File: config.mk
export PLATFORM = sky130hd
export DESIGN_NAME = i2c_bus_flag_register
export DESIGN_NICKNAME = d
export VERILOG_FILES = /design/src/i2c_bus_flag_register.v
export VERILOG_INCLUDE_DIRS = /design/src
export SDC_FILE = /design/constraint.sdc
export NUM_CORES = 1
export LEC_CHECK = 0
export BUFFER_PORTS_ARGS = -buffer_cell sky130_fd_sc_hd__buf_4
export CAP_MARGIN = 20
export CORE_ASPECT_RATIO = 1.5
export CORE_UTILIZATION = 45
export CTS_CLUSTER_SIZE = 10
export DETAILED_ROUTE_END_ITERATION = 8
export GPL_TIMING_DRIVEN = 1
export PLACE_DENSITY = 0.85
export SYNTH_ARGS = -nofsm -noshare
export SYNTH_HDL_FRONTEND = slang
export SYNTH_SLANG_ARGS = --single-unit
File: constraint.sdc
create_clock -name clk -period 2.6 [get_ports clk]
set_input_delay 0.13 -clock clk [delete_from_list [all_inputs] [get_ports clk]]
set_output_delay 0.13 -clock clk [all_outputs]
set_load 0.02 [all_outputs]
File: src/i2c_flag_defs.vh
// Named constants for the bus flag and status register block
`ifndef I2C_FLAG_DEFS_VH
`define I2C_FLAG_DEFS_VH

// Register byte addresses on the APB side
`define ADDR_FLAG       12'h000
`define ADDR_CTRL       12'h004
`define ADDR_BITOP      12'h008

// Reset values
`define FLAG_RESET      8'h00
`define CTRL_RESET      8'h00
`define PIN_IDLE        1'b1
`define BIT_RESET       1'b0
`define ZERO32          32'h0000_0000

// Flag register field positions
`define BIT_CANCEL      7
`define BIT_BUSY        6
`define BIT_PERMIT      1
`define BIT_RSVDIS      0

// Control register field positions
`define CTRL_ENABLE     0
`define CTRL_START      1

// Bus line slots in the pin filter
`define PIN_SCL         0
`define PIN_SDA         1
`define PIN_COUNT       2

// APB byte lanes used by the register writes
`define LANE_LO         0
`define LANE_HI         1

// Bit-operation register fields: mask in the low byte, values in the next
`define BITOP_MASK      7:0
`define BITOP_VALUE     15:8
`define BYTE_LO         7:0

// Fill patterns
`define MASK_ALL        8'hff
`define MASK_NONE       8'h00
`define RSVD_FLAG       4'h0
`define RSVD_CTRL       6'h00
`define PAD_WORD        24'h00_0000

`endif

File: src/i2c_bus_flag_register.v
// Bus flag and status register of the I2C controller, with APB access and bus-condition detection
//
// The implementer's own choices: the APB interface to the registers and the register offsets.
`timescale 1ns/1ps
`include "i2c_flag_defs.vh"

module i2c_bus_flag_register (
  input  wire        clk,
  input  wire        sys_rst,
  input  wire        ce,
  input  wire        psel,
  input  wire        penable,
  input  wire        pwrite,
  input  wire [11:0] paddr,
  input  wire [31:0] pwdata,
  input  wire [3:0]  pstrb,
  output reg  [31:0] prdata,
  output reg         pready,
  output reg         pslverr,
  input  wire        scl_in,
  input  wire        sda_in,
  output reg         start_go,
  output reg         bus_busy_flag,
  output reg         operation_enable
);

  // Stored state
  reg        start_cancel_flag;
  reg        initial_start_permit;
  reg        reservation_disable;
  reg        start_request;
  reg        start_allowed;

  // Filtered pin levels, one slot per bus line
  wire [`PIN_COUNT-1:0] pin_raw;
  wire [`PIN_COUNT-1:0] pin_lvl;
  wire [`PIN_COUNT-1:0] pin_last;
  wire       scl_f;
  wire       sda_f;
  wire       scl_prev;
  wire       sda_prev;

  // Write decode
  wire       access;
  wire       wr;
  wire       hit_flag;
  wire       hit_ctrl;
  wire       hit_bitop;
  wire       mapped;
  wire       ctrl_wr;
  wire       enable_rise;
  wire       enable_fall;
  wire       start_set;
  wire       start_det;
  wire       stop_det;
  wire       lane_lo_on;
  wire       lane_pair_on;
  wire       go_now;
  wire       cancel_now;
  reg  [7:0] flag_byte;
  reg  [7:0] ctrl_byte;

  reg  [7:0] flag_wmask;
  reg  [7:0] flag_wval;
  reg        next_permit;
  reg        next_rsvdis;
  reg  [31:0] next_rdata;

  // APB transfer completes at the edge where pready is seen high
  assign access    = psel & penable & pready;
  assign wr        = access & pwrite;
  assign hit_flag  = (paddr == `ADDR_FLAG);
  assign hit_ctrl  = (paddr == `ADDR_CTRL);
  assign hit_bitop = (paddr == `ADDR_BITOP);
  assign mapped    = hit_flag | hit_ctrl | hit_bitop;

  // Byte lanes: lane zero carries every register byte, the bit-op word needs both
  assign lane_lo_on   = pstrb[`LANE_LO];
  assign lane_pair_on = pstrb[`LANE_LO] & pstrb[`LANE_HI];

  // Control register events
  assign ctrl_wr     = wr & hit_ctrl & lane_lo_on;
  assign enable_rise = ctrl_wr & pwdata[`CTRL_ENABLE] & ~operation_enable;
  assign enable_fall = ctrl_wr & ~pwdata[`CTRL_ENABLE] & operation_enable;
  // Start requests only count while the controller runs
  assign start_set   = ctrl_wr & pwdata[`CTRL_START] & pwdata[`CTRL_ENABLE] & operation_enable;

  // Bus conditions seen on the filtered levels, only while enabled
  assign start_det = operation_enable & scl_f & scl_prev & sda_prev & ~sda_f;
  assign stop_det  = operation_enable & scl_f & scl_prev & ~sda_prev & sda_f;

  // Pending request decision; a start seen on the bus this cycle means another
  // master has just taken it, so the request must not go out on top of it
  assign go_now     = start_request & start_allowed & ~bus_busy_flag & ~start_det;
  assign cancel_now = start_request & ~go_now & reservation_disable;

  // Read image of the flag register; reserved positions stay zero
  always @* begin
    flag_byte              = `FLAG_RESET;
    flag_byte[`BIT_CANCEL] = start_cancel_flag;
    flag_byte[`BIT_BUSY]   = bus_busy_flag;
    flag_byte[`BIT_PERMIT] = initial_start_permit;
    flag_byte[`BIT_RSVDIS] = reservation_disable;
  end

  // Read image of the control register
  always @* begin
    ctrl_byte               = `CTRL_RESET;
    ctrl_byte[`CTRL_ENABLE] = operation_enable;
    ctrl_byte[`CTRL_START]  = start_request;
  end

  // Whole-byte write or masked bit write into the flag register
  always @* begin
    flag_wmask = `MASK_NONE;
    flag_wval  = `MASK_NONE;
    if (wr && hit_flag && lane_lo_on) begin
      flag_wmask = `MASK_ALL;
      flag_wval  = pwdata[`BYTE_LO];
    end else if (wr && hit_bitop && lane_pair_on) begin
      flag_wmask = pwdata[`BITOP_MASK];
      flag_wval  = pwdata[`BITOP_VALUE];
    end
  end

  // Configuration bits accept writes only while stopped
  always @* begin
    next_permit = initial_start_permit;
    next_rsvdis = reservation_disable;
    if (!operation_enable) begin
      if (flag_wmask[`BIT_PERMIT]) begin
        next_permit = flag_wval[`BIT_PERMIT];
      end
      if (flag_wmask[`BIT_RSVDIS]) begin
        next_rsvdis = flag_wval[`BIT_RSVDIS];
      end
    end
  end

  // Read mux; unmapped words read zero with an error
  always @* begin
    next_rdata = `ZERO32;
    if (hit_flag) begin
      next_rdata = {`PAD_WORD, flag_byte};
    end else if (hit_ctrl) begin
      next_rdata = {`PAD_WORD, ctrl_byte};
    end
  end

  // APB slave: one wait state, so prdata is a flop and settles on the same edge that raises pready
  always @(posedge clk) begin
    if (sys_rst) begin
      pready  <= `BIT_RESET;
      pslverr <= `BIT_RESET;
      prdata  <= `ZERO32;
    end else if (ce) begin
      if (psel && penable && !pready) begin
        pready  <= 1'b1;
        pslverr <= ~mapped;
        prdata  <= next_rdata;
      end else begin
        pready  <= 1'b0;
        pslverr <= 1'b0;
      end
    end
  end

  // Line slots: raw pins in, filtered levels and their one-cycle-old copies out
  assign pin_raw[`PIN_SCL] = scl_in;
  assign pin_raw[`PIN_SDA] = sda_in;
  assign scl_f             = pin_lvl[`PIN_SCL];
  assign sda_f             = pin_lvl[`PIN_SDA];
  assign scl_prev          = pin_last[`PIN_SCL];
  assign sda_prev          = pin_last[`PIN_SDA];

  // Three-stage pin sampling per line; a level counts once stages two and three
  // agree, so a one-cycle glitch on a slow edge never reaches the detectors
  genvar idx;
  generate
    for (idx = 0; idx < `PIN_COUNT; idx = idx + 1) begin : g_line
      reg stage1;
      reg stage2;
      reg stage3;
      reg level;
      reg level_last;
      always @(posedge clk) begin
        if (sys_rst) begin
          stage1     <= `PIN_IDLE;
          stage2     <= `PIN_IDLE;
          stage3     <= `PIN_IDLE;
          level      <= `PIN_IDLE;
          level_last <= `PIN_IDLE;
        end else if (ce) begin
          stage1     <= pin_raw[idx];
          stage2     <= stage1;
          stage3     <= stage2;
          if (stage2 == stage3) begin
            level <= stage3;
          end
          level_last <= level;
        end
      end
      assign pin_lvl[idx]  = level;
      assign pin_last[idx] = level_last;
    end
  endgenerate

  // Configuration and enable bits
  always @(posedge clk) begin
    if (sys_rst) begin
      initial_start_permit <= `BIT_RESET;
      reservation_disable  <= `BIT_RESET;
      operation_enable     <= `BIT_RESET;
    end else if (ce) begin
      initial_start_permit <= next_permit;
      reservation_disable  <= next_rsvdis;
      if (ctrl_wr) begin
        operation_enable <= pwdata[`CTRL_ENABLE];
      end
    end
  end

  // Bus busy: operation stop overrides, otherwise any set beats a stop
  always @(posedge clk) begin
    if (sys_rst) begin
      bus_busy_flag <= `BIT_RESET;
    end else if (ce) begin
      if (enable_fall) begin
        bus_busy_flag <= 1'b0;
      end else begin
        if (stop_det) begin
          bus_busy_flag <= 1'b0;
        end
        if (start_det) begin
          bus_busy_flag <= 1'b1;
        end
        if (enable_rise && !initial_start_permit) begin
          bus_busy_flag <= 1'b1;
        end
      end
    end
  end

  // Start permission after enabling
  always @(posedge clk) begin
    if (sys_rst) begin
      start_allowed <= `BIT_RESET;
    end else if (ce) begin
      if (enable_fall) begin
        start_allowed <= 1'b0;
      end else if (enable_rise) begin
        start_allowed <= initial_start_permit;
      end else if (stop_det) begin
        start_allowed <= 1'b1;
      end
    end
  end

  // Start request handling: go, wait in reservation, or cancel.
  // A request decided here was written at least one cycle earlier, so a fresh
  // write always wins over the decision that would drop the old one.
  always @(posedge clk) begin
    if (sys_rst) begin
      start_request     <= `BIT_RESET;
      start_cancel_flag <= `BIT_RESET;
      start_go          <= `BIT_RESET;
    end else if (ce) begin
      start_go <= 1'b0;
      if (enable_fall) begin
        start_request     <= 1'b0;
        start_cancel_flag <= 1'b0;
      end else begin
        if (go_now) begin
          start_go      <= 1'b1;
          start_request <= 1'b0;
        end else if (cancel_now) begin
          start_request     <= 1'b0;
          start_cancel_flag <= 1'b1;
        end
        if (start_set) begin
          start_request     <= 1'b1;
          start_cancel_flag <= 1'b0;
        end
      end
    end
  end

  // Software writes to bits 7 and 6 are dropped by construction: no write path
  // reaches start_cancel_flag or bus_busy_flag from flag_wval.

endmodule

# Word level (Yosys, flattened, before mapping)
# Cells that the tools add are included.
word_totals:
  input_bits: 56
  reg_bits: 52
op_classes:
  reduce_logical: 24
  mux: 25
  eq_ne: 5
  n_bitwise: 34
op_table:
  columns: ["op", "count"]
  rows:
  - ["AND 1 bit", 24]
  - ["two-way mux 1 bit", 19]
  - ["AND reduction 2 bit", 7]
  - ["equality test 12 x 3 -> 1 bit (second input constant)", 1]
  - ["equality test 12 x 4 -> 1 bit (second input constant)", 1]
  - ["logical NOT 12 bit", 1]
  - ["two-way mux 2 bit", 5]
  - ["AND reduction 3 bit", 3]
  - ["two-way mux 8 bit", 1]
  - ["NOT 1 bit", 8]
  - ["nonzero test 4 bit", 2]
  - ["logical AND 1 bit", 7]
  - ["nonzero test 3 bit", 2]
  - ["inequality test 3 bit (second input constant)", 1]
  - ["equality test 1 bit", 2]
  - ["logical NOT 1 bit", 2]
  - ["OR 1 bit", 2]

# Longest topological paths before layout
# Gate-level depths: netlist of the first run.
depth:
  word_depth: 13
  ltp_mapped: 6
  mapped_depth_nobuf: 5

# Least setup slack after synthesis of the first run
# Ideal clock, no wire load.
synth_path:
  path_kind: "register to register"
  startpoint: "register operation_enable"
  endpoint: "register bus_busy_flag"
  stages_incl_launch_ff: 6
  arrival_ps: 1378
  slack_ps: 1102
  t_required_ps: 2480
  cell_sequence: "dfxtp_1 -> nand3_1 -> o31ai_1 -> a21boi_0 -> o2bb2ai_1 -> a211o_1"
synth_via:
  elab_chain_cells: 7
synth_lines:
  columns: ["element", "line_no", "text"]
  rows:
  - ["from (decl)", "i2c_bus_flag_register.v:24", "output reg operation_enable"]
  - ["from (signal assigned)", "i2c_bus_flag_register.v:213", "operation_enable <= `BIT_RESET;"]
  - ["from (signal assigned)", "i2c_bus_flag_register.v:218", "operation_enable <= pwdata[`CTRL_ENABLE];"]
  - ["AND 1 bit (2 in series)", "i2c_bus_flag_register.v:89, i2c_bus_flag_register.v:90", null]
  - ["AND 1 bit (2 in series)", "i2c_bus_flag_register.v:89", "assign start_det = operation_enable & scl_f & scl_prev & sda_prev & ~sda_f;"]
  - ["two-way mux 1 bit", "i2c_bus_flag_register.v:234", "if (start_det) begin"]
  - ["two-way mux 1 bit", "i2c_bus_flag_register.v:237", "if (enable_rise && !initial_start_permit) begin"]
  - ["two-way mux 1 bit", "i2c_bus_flag_register.v:228", "if (enable_fall) begin"]
  - ["to (signal assigned)", "i2c_bus_flag_register.v:226", "bus_busy_flag <= `BIT_RESET;"]
  - ["to (decl)", "i2c_bus_flag_register.v:23", "output reg bus_busy_flag,"]
# Several ways; a longest one is shown, not always the timed one.
# A chain may end at the register's enable or synchronous reset.

# Worst setup path in the final report of the first run
# Same ends and word-level chain as after synthesis.

==> impl_metrics.csv, run 1 <==
group,metric,value,unit
status,status,"finished, final reports clean",
drt,ant_nets,0,
setup_path,regToRegStartpoint,"operation_enable",
setup_path,path_cells,"nand3_1 -> o31ai_1 -> a21boi_0 -> o2bb2ai_1 -> a211o_1",
synth,synth_top_flop_cell,"dfxtp_1",
setup_path,crit_path_max_fanout,12,
cts,post_cts_buffers,0,
setup_path,crit_path_end_kind,"flop",
setup_path,crit_arrival,1.97,ns
synth,yosys_warnings,0,
sta,setup_violations,0,
synth,async_flop_share,0,
sta,final.setup.tns,0,ns
global_routing,antenna_found_initial,0,
cts,cts_sinks,24,
drt,wl_per_cell,11.8,um
setup_path,worstPathRequired,2.75,ns
layout,n_fill_cell,295,
setup_path,r2r_slack,0.78,ns
drt,firstDrtPassIters,4,
global_routing,grt.busiest_layer,"met2",
floorplanning,die-area,3370,um2
setup_path,worstSetupPathType,"flop to flop",
synth,synth_edf_count,0,
layout,drive_above_1_share,0.213,
run,maxCapViolCount,0,
global_routing,grt_pass1_wl,4620,um
setup_path,cp-start-kind,"flop",
cts,cts_tree,"done",
power_and_ir_drop,vdd_drop_max,0.000310,V
cts,h-tree-depth,1,
global_routing,grt_pass1_vias,1124,
placed_design,preCtsSetupSlack,0.797,ns
sta,drv_slew,0,
placed_design,port_buffers,34,
power_and_ir_drop,pwr_density_cell,459,nW/um2
floorplanning,ios,93,
cts,clkTransAtPathRegs,0.09,ns
layout,antenna_cells,0,
drt,post-route-drc-count,0,
setup_path,crit_path_top_delay_cell,"dfxtp_1",
sta,setup_ws,0.780,ns
global_routing,grt_use_met2,0.294,
sta,max_freq,0.549,GHz
global_routing,grt.total_usage,0.182,
synth,syn-cell-area,1410,um2
sta,maxSlewHeadroom,0.644,
global_routing,grt_max_degree,23,
layout,final_nets,259,
synth,syn_area_per_cell,8.22,um2
setup_path,slowest_delay,0.57,ns
cts,insertion_delay,0.27,ns
cts,clockRootBuffer,"clkbuf_8",
drt,vias,1231,
placed_design,post-dp-hpwl,2170,um
global_routing,use_met3,0.0357,
worst_hold_path,hold_start,"scl_in",
setup_path,crit_start,"operation_enable",
cts,cts_resized,0,
synth,synth_seq_cells,24,
global_routing,grt.overflow.total,0,
global_routing,met1_usage,0.213,
layout,multi_input_area,764,um2
sta,final_hold_viol_count,0,
cts,cts_buffers,3,
sta,rsz0062_at_grt,"no",
floorplanning,core,2940,um2
drt,drt_wl_total,2840,um
sta,finalCriticalPeriod,1.82,ns
floorplanning,start_util,0.480,
layout,register_area,480,um2
cts,ctsHoldBuffers,0,
worst_hold_path,hp-class,"primary input to flop",
sta,finalCritPeriodShare,0.700,
sta,worst_hold_slack,0.0683,ns
floorplanning,std_cell_rows,24,
drt,drt_iter0_markers,24,
synth,netlist_instances,172,
power_and_ir_drop,p_leak,0.692,nW
sta,finalClockSkew,0.00776,ns
drt,viasPerCell,5.11,
layout,area_growth,15.0,%
synth,seq_area_frac_synth,0.340,
floorplanning,fp.dieH,70.7,um
cts,clockBufferDepth,2,
synth,synth_cell_type_count,44,
floorplanning,die_w,47.8,um
sta,worstMarginPinSlew,0.529,ns
placed_design,gp_congestion,0.789,
-- metrics by stage --
step,utilization,power [W],cells,area (um2)
after floorplan,-,0.000493,199,1520
after global placement,0.534,0.000502,237,1570
after detailed placement,0.534,0.000503,237,1570
after CTS,0.553,0.000752,241,1630
after global routing,0.553,0.000780,241,1630
final,0.553,0.000747,241,1630
-- cells in the mapped netlist (all sizes together) (2+ instances only) --
library cell,count,share of area
buf,32,0.17
nand2b,4,0.018
nand4,3,0.013
o2bb2ai,2,0.012
nand2,15,0.040
mux2i,6,0.042
and4,2,0.012
mux2,2,0.016
a31oi,2,0.0088
nor3b,2,0.011
nand4b,3,0.019
a21oi,13,0.046
o21ai,8,0.028
nor2b,2,0.0088
nand3,5,0.018
dfxtp,24,0.34
nor4,3,0.013
nor3,4,0.014
a22oi,4,0.021
clkbuf,3,0.0080
nor2,11,0.036
inv,5,0.013
-- power by group --
part / switching, W / leakage, nW / internal, W
Clock: 0.000117 / 0.0288 / 0.000135
Combinational: 0.0000742 / 0.469 / 0.0000399
Sequential: 0.00000609 / 0.195 / 0.000375
-- registers in the layout, indices dropped and copies added (netlist names) --
signal,cells
start_go,1
pready,1
bus_busy_flag,1
pslverr,1
initial_start_permit,1
reservation_disable,1
start_cancel_flag,1
g_line.stage3,2
g_line.stage1,2
g_line.level_last,2
g_line.stage2,2
prdata,4
operation_enable,1
start_request,1
g_line.level,2
start_allowed,1
-- layout by cell type, fill, tap and decap left out, types with 3 or more instances in the layout --
cell and instances:
nand3_1 5, nor3_1 4, nand2_1 15, o21ai_0 5, a21oi_1 13, a22oi_1 4
nor2_1 9, o21ai_1 3, nor4_1 3, buf_4 34, dfxtp_1 24, nand4_1 3
nand2b_1 4, mux2i_1 6, inv_1 5, conb_1 28, nand4b_1 3, clkbuf_8 4
-- worst max-delay path, delay by kind of cell, from the launching register on --
| kind | cells | cell delay, ns |
|---|---|---|
| compound gates | 4 | 0.95 |
| flops | 1 | 0.57 |
| simple gates | 1 | 0.19 |
-- logic make-up (layout without fill, tap and decap cells) --
| kind of cell | count (synthesis) | after routing | share of synthesized area |
|---|---|---|---|
| buffers and inverters | 41 | 44 | 0.191 |
| DFF | 24 | 24 | 0.340 |
| other | 1 | 28 | 0.00265 |
| muxes | 8 | 8 | 0.0584 |
| and+or+nand+nor | 59 | 59 | 0.233 |
| AOI/OAI and AO/OA | 38 | 38 | 0.169 |
| xor gates and xnor gates | 1 | 1 | 0.00620 |
-- metal layers --
metal	share of wire	wire [um]
met4	0.032	90
met1	0.42	1200
met2	0.50	1430
met3	0.044	125
met5	0	0
-- worst paths after layout --
| check | endpoint | cells past startpoint |
|---|---|---|
| setup / recovery | bus_busy_flag | 5 |
| hold / removal | g_line[0].stage1 | 3 |
| setup reg to reg | bus_busy_flag | 5 |
| hold reg to reg | g_line[1].stage3 | 2 |
-- layout make-up --
cell class / count / share of cell area
repair buffers: 34 / 0.157
clock buffers: 4 / 0.0338
inverters: 6 / 0.0138
flip-flops and latches: 24 / 0.295
multi-input cells: 134 / 0.470
well taps: 39 / 0.0300
(Power assumes the default switching activity.)
==> inputs of run 2 (changes only) <==
--- a/config.mk
+++ b/config.mk
@@ -9,11 +9,11 @@
 export BUFFER_PORTS_ARGS = -buffer_cell sky130_fd_sc_hd__buf_4
 export CAP_MARGIN = 20
 export CORE_ASPECT_RATIO = 1.5
-export CORE_UTILIZATION = 45
+export CORE_UTILIZATION = 38
 export CTS_CLUSTER_SIZE = 10
 export DETAILED_ROUTE_END_ITERATION = 8
 export GPL_TIMING_DRIVEN = 1
-export PLACE_DENSITY = 0.85
+export PLACE_DENSITY = 0.76
 export SYNTH_ARGS = -nofsm -noshare
 export SYNTH_HDL_FRONTEND = slang
 export SYNTH_SLANG_ARGS = --single-unit
==> constraint.sdc (replaced) <==
create_clock -name clk -period 1.5 [get_ports clk]
set_input_delay 0.075 -clock clk [delete_from_list [all_inputs] [get_ports clk]]
set_output_delay 0.075 -clock clk [all_outputs]
set_load 0.02 [all_outputs]
==> impl_metrics.csv, run 2 (same netlist as run 1, synthesis figures left out) <==
group,metric,value,unit
placed_design,preCtsSetupSlack,-0.0770,ns
layout,final_nets,276,
placed_design,gp_congestion,0.842,
sta,finalClockSkew,0.00401,ns
layout,regMostFlops,"prdata",
setup_path,crit_path_max_fanout,5,
power_and_ir_drop,p_leak,0.790,nW
worst_hold_path,hp-class,"primary input to flop",
drt,wl_per_cell,12.5,um
cts,h-tree-depth,1,
layout,stdcell_count,261,
layout,largest_reg_flops,4,
layout,drive_above_1_share,0.324,
global_routing,grt.total_usage,0.170,
layout,layout_commonest_cell,"buf_4",
cts,clkTransAtPathRegs,0.09,ns
setup_path,crit_start,"operation_enable",
floorplanning,die_w,51.8,um
layout,antenna_cells,0,
drt,firstDrtPassIters,4,
power_and_ir_drop,clkPwrFrac,0.399,
cts,cts_tree,"done",
run,maxCapViolCount,0,
power_and_ir_drop,switching_power,0.000369,W
sta,final_hold_viol_count,0,
setup_path,crit_arrival,1.63,ns
power_and_ir_drop,internal-power,0.00109,W
power_and_ir_drop,pwr-share-seq,0.454,
power_and_ir_drop,pwr_density_cell,796,nW/um2
cts,clockBufferDepth,2,
placed_design,place_inst,256,
sta,setup_ws,0.0387,ns
global_routing,grt_max_degree,20,
floorplanning,start_util,0.406,
global_routing,grt_pass1_wl,5200,um
sta,finalCritPeriodShare,0.974,
global_routing,grt.overflow.total,0,
setup_path,regToRegStartpoint,"operation_enable",
status,status,"finished, final reports clean",
global_routing,grt_pass1_vias,1212,
layout,area_growth,29.6,%
drt,ant_nets,0,
sta,finalCriticalPeriod,1.46,ns
setup_path,crit_path_end_kind,"flop",
cts,cts_buffers,3,
sta,final.setup.tns,0,ns
global_routing,antenna_found_initial,0,
power_and_ir_drop,swShare,0.254,
floorplanning,die-area,3970,um2
worst_hold_path,hold_start,"scl_in",
drt,drt_wl_total,3270,um
floorplanning,fp.dieH,76.7,um
floorplanning,std_cell_rows,26,
drt,viasPerCell,5.04,
drt,vias,1316,
cts,insertion_delay,0.27,ns
setup_path,worstSetupPathType,"flop to flop",
drt,drt_iter0_markers,35,
layout,final_cell_mix,"buf_4, conb_1, dfxtp_1",
drt,post-route-drc-count,0,
setup_path,cp-start-kind,"flop",
placed_design,post-dp-hpwl,2410,um
power_and_ir_drop,p_comb_frac,0.147,
sta,drv_slew,0,
floorplanning,core,3480,um2
setup_path,worstPathRequired,1.67,ns
cts,cts_sinks,24,
placed_design,port_buffers,34,
cts,clockRootBuffer,"clkbuf_8",
floorplanning,ios,93,
sta,setup_violations,0,
power_and_ir_drop,vdd_drop_max,0.000654,V
sta,max_freq,0.684,GHz
run 2: final cells by class:
type	instances	area (um2)
fillers	341	1650
clock inverters	1	30.0
well taps	42	52.6
clock buffers	3	41.3
inverters	6	22.5
multi-input cells	134	818
flip-flops and latches	24	484
repair buffers	51	383
run 2: routing by layer:
| metal | share of wire | up-vias | track usage |
|---|---|---|---|
| li1 | - | 647 | - |
| met3 | 0.035 | 8 | 0.0198 |
| met4 | 0.027 | 0 | 0.0919 |
| met2 | 0.53 | 43 | 0.300 |
| met1 | 0.41 | 618 | 0.191 |
| met5 | 0 | - | 0 |
run 2: worst paths after layout:
path	depth (start not counted)	slack [ns]	endpoint
max	5	0.04	bus_busy_flag
min	3	0.009	g_line[0].stage1
max reg2reg	5	0.04	bus_busy_flag
min reg2reg	2	0.46	g_line[0].stage3
run 2: power groups by stage:
stage | combinational, W | sequential (W) | clock, W
CTS | 0.000210 | 0.000661 | 0.000587
finish | 0.000215 | 0.000662 | 0.000581
global route | 0.000233 | 0.000664 | 0.000608
floorplan | 0.000179 | 0.000675 | 0
global placement | 0.000207 | 0.000675 | 0
detailed placement | 0.000210 | 0.000675 | 0
run 2: metrics by stage:
step | util | hold slack [ns] | cell area [um2] | power [W]
floorplan | - | 0.203 | 1520 | 0.000854
global placement | 0.487 | 0.288 | 1700 | 0.000881
detailed placement | 0.487 | 0.293 | 1700 | 0.000885
CTS | 0.512 | 0.00839 | 1780 | 0.00146
global route | 0.526 | 0.0131 | 1830 | 0.00150
finish | 0.526 | 0.00917 | 1830 | 0.00146
run 2: timing repair:
| action | CTS | global route |
|---|---|---|
| pin swaps | 0 | 5 |
| setup buffers | 0 | 1 |
| setup endpoints to repair | 3 | 3 |
| hold buffers | 0 | 0 |
| resized for setup | 5 | 9 |
| endpoints found under the hold margin | 0 | 0 |
run 2: critical path: stages, from the launching register on:
cell and delay [ns]:
dfxtp_2 0.41, nand3_4 0.11, o31ai_4 0.25, a21boi_2 0.21
o2bb2ai_1 0.08, a211o_1 0.29
==> inputs of run 3 (changes only) <==
--- a/config.mk
+++ b/config.mk
@@ -6,6 +6,7 @@
 export SDC_FILE = /design/constraint.sdc
 export NUM_CORES = 1
 export LEC_CHECK = 0
+export ABC_AREA = 1
 export BUFFER_PORTS_ARGS = -buffer_cell sky130_fd_sc_hd__buf_4
 export CAP_MARGIN = 20
 export CORE_ASPECT_RATIO = 1.5
==> impl_metrics.csv, run 3 <==
group,metric,value,unit
setup_path,worstPathRequired,1.67,ns
floorplanning,die-area,4060,um2
floorplanning,std_cell_rows,27,
worst_hold_path,hp-class,"primary input to flop",
sta,final.setup.tns,0,ns
synth,syn-cell-area,1450,um2
floorplanning,core,3650,um2
drt,ant_nets,0,
layout,final_nets,304,
layout,stdcell_count,290,
drt,drt_iter0_markers,57,
layout,largest_reg_flops,4,
synth,yosys.area.top_type,"dfxtp_1",
layout,multi_input_area,767,um2
sta,final_hold_viol_count,0,
cts,clkTransAtPathRegs,0.09,ns
synth,synth_top_flop_cell,"dfxtp_1",
global_routing,grt.overflow.total,0,
placed_design,gp_congestion,0.840,
global_routing,antenna_found_initial,0,
layout,antenna_cells,0,
layout,layout_commonest_cell,"nand2_1",
synth,synth.most_common_cell,"nand2_1",
setup_path,worstSetupPathType,"flop to flop",
drt,wl_per_cell,10.1,um
synth,netlist_instances,209,
setup_path,crit_arrival,1.52,ns
floorplanning,fp.dieH,77.6,um
setup_path,crit_path_top_delay_cell,"dfxtp_2",
floorplanning,ios,93,
sta,finalCriticalPeriod,1.36,ns
cts,h-tree-depth,1,
cts,cts_buffers,3,
sta,max_freq,0.738,GHz
drt,post-route-drc-count,0,
floorplanning,start_util,0.396,
sta,drv_slew,0,
setup_path,critPathTopFamily,"simple AND/OR/NAND/NOR gates",
layout,n_fill_cell,381,
synth,yosys_warnings,0,
setup_path,slowest_delay,0.36,ns
power_and_ir_drop,vdd_drop_max,0.000878,V
layout,area_growth,20.8,%
layout,register_area,482,um2
drt,firstDrtPassIters,4,
sta,rsz0062_at_grt,"no",
cts,cts_tree,"done",
cts,post_cts_buffers,0,
synth,synth_commonest_cells,"nand2_1, buf_4, dfxtp_1",
run,maxCapViolCount,0,
cts,clockBufferDepth,2,
cts,cts_sinks,24,
global_routing,grt.total_usage,0.150,
setup_path,crit_path_max_fanout,5,
layout,regMostFlops,"prdata",
synth,syn_area_per_cell,6.92,um2
synth,synth_seq_cells,24,
sta,finalClockSkew,0.0100,ns
power_and_ir_drop,p_leak,0.863,nW
status,status,"finished, final reports clean",
setup_path,path_cells,"nand3_1 -> nor2_4 -> inv_2 -> nor2_4 -> nand3_2 -> nand3_2 -> nand3_1 -> nand2_1 -> nor2_1",
drt,viasPerCell,4.72,
layout,final_cell_mix,"nand2_1, buf_4, conb_1",
synth,synth_cell_type_count,27,
drt,vias,1369,
setup_path,critPathBufInv,1,
setup_path,crit_path_end_kind,"flop",
cts,insertion_delay,0.27,ns
synth,netlist_top_cells_area,"dfxtp_1, buf_4, nand2_1",
global_routing,grt_max_degree,20,
placed_design,port_buffers,34,
cts,clockRootBuffer,"clkbuf_8",
global_routing,grt_pass1_wl,4620,um
layout,drive_above_1_share,0.223,
floorplanning,die_w,52.4,um
synth,synth_top_area_frac,0.332,
placed_design,place_inst,285,
synth,async_flop_share,0,
setup_path,cp-start-kind,"flop",
synth,synth_edf_count,0,
sta,setup_violations,0,
sta,finalCritPeriodShare,0.904,
drt,drt_wl_total,2940,um
power_and_ir_drop,pwr_density_cell,835,nW/um2
global_routing,grt_pass1_vias,1174,
placed_design,post-dp-hpwl,2250,um
synth,seq_area_frac_synth,0.332,
==> run 3: changes by cell type after synthesis, moves of 3 or more <==
cell	previous run	this run
nor2_1	9	18
nand4b_1	3	0
a22oi_1	4	0
nand2_1	15	46
o21ai_0	5	9
nand3_1	5	20
mux2i_1	6	0
o211ai_1	0	4
nor4_1	3	0
nand2b_1	4	0
nor3_1	4	1
inv_1	5	19
==> run 3: area by class of cell <==
type,count,area share
clock inverter,1,0.0172
multi-input combinational,159,0.439
tap,43,0.0308
clock buffer,3,0.0236
timing repair buffer,39,0.169
sequential,24,0.276
inverter,21,0.0451
==> run 3: final timing paths <==
check	start	to	slack, ns	cells past startpoint
worst max-delay path	pready	start_allowed	0.14	9
worst min-delay path	scl_in	g_line[0].stage1	0.004	3
worst min register to register	g_line[0].stage1	g_line[0].stage1	0.46	2
worst max register to register	pready	start_allowed	0.14	9
==> run 3: per-layer routing <==
layer / vias to the layer above / GRT usage / share of wire
met5: - / 0 / 0
met4: 0 / 0.0868 / 0.028
met3: 9 / 0.0235 / 0.069
met2: 56 / 0.277 / 0.50
met1: 605 / 0.149 / 0.40
li1: 699 / - / -
==> run 3: worst min-delay path, delay by kind of cell <==
kind / cells / cell delay [ns]
simple gates: 2 / 0.10
buf+inv: 1 / 0.07
==> run 3: where the power goes <==
| part | switching, W | internal (W) | total [W] |
|---|---|---|---|
| Clock | 0.000210 | 0.000357 | 0.000568 |
| Sequential | 0.0000113 | 0.000657 | 0.000668 |
| Combinational | 0.000145 | 0.0000790 | 0.000224 |
==> run 3: cell families (layout without fill, tap and decap cells) <==
| group | Yosys count | in the layout | synth area share |
|---|---|---|---|
| compound gates | 31 | 31 | 0.121 |
| buf+inv | 53 | 64 | 0.211 |
| flops | 24 | 24 | 0.332 |
| other cells | 1 | 28 | 0.00259 |
| simple gates | 100 | 100 | 0.333 |
==> run 3: through the flow <==
| step | hold WS [ns] | setup WS, ns | utilization | power, W | cell area (um2) |
|---|---|---|---|---|---|
| global route | 0.0168 | 0.0445 | 0.479 | 0.00152 | 1750 |
| CTS | 0.000742 | 0.0786 | 0.475 | 0.00147 | 1730 |
| floorplan | 0.144 | 0.0859 | - | 0.000874 | 1550 |
| global placement | 0.287 | 0.127 | 0.455 | 0.000900 | 1660 |
| finish | 0.00368 | 0.144 | 0.479 | 0.00146 | 1750 |
| detailed placement | 0.294 | 0.121 | 0.455 | 0.000903 | 1660 |
==> run 3: what timing repair did <==
item                                    4_1_cts  5_1_grt
gates resized for setup                       0        2
hold endpoints to repair                      0        1
endpoints found under the setup margin        0        5
hold buffers                                  0        1
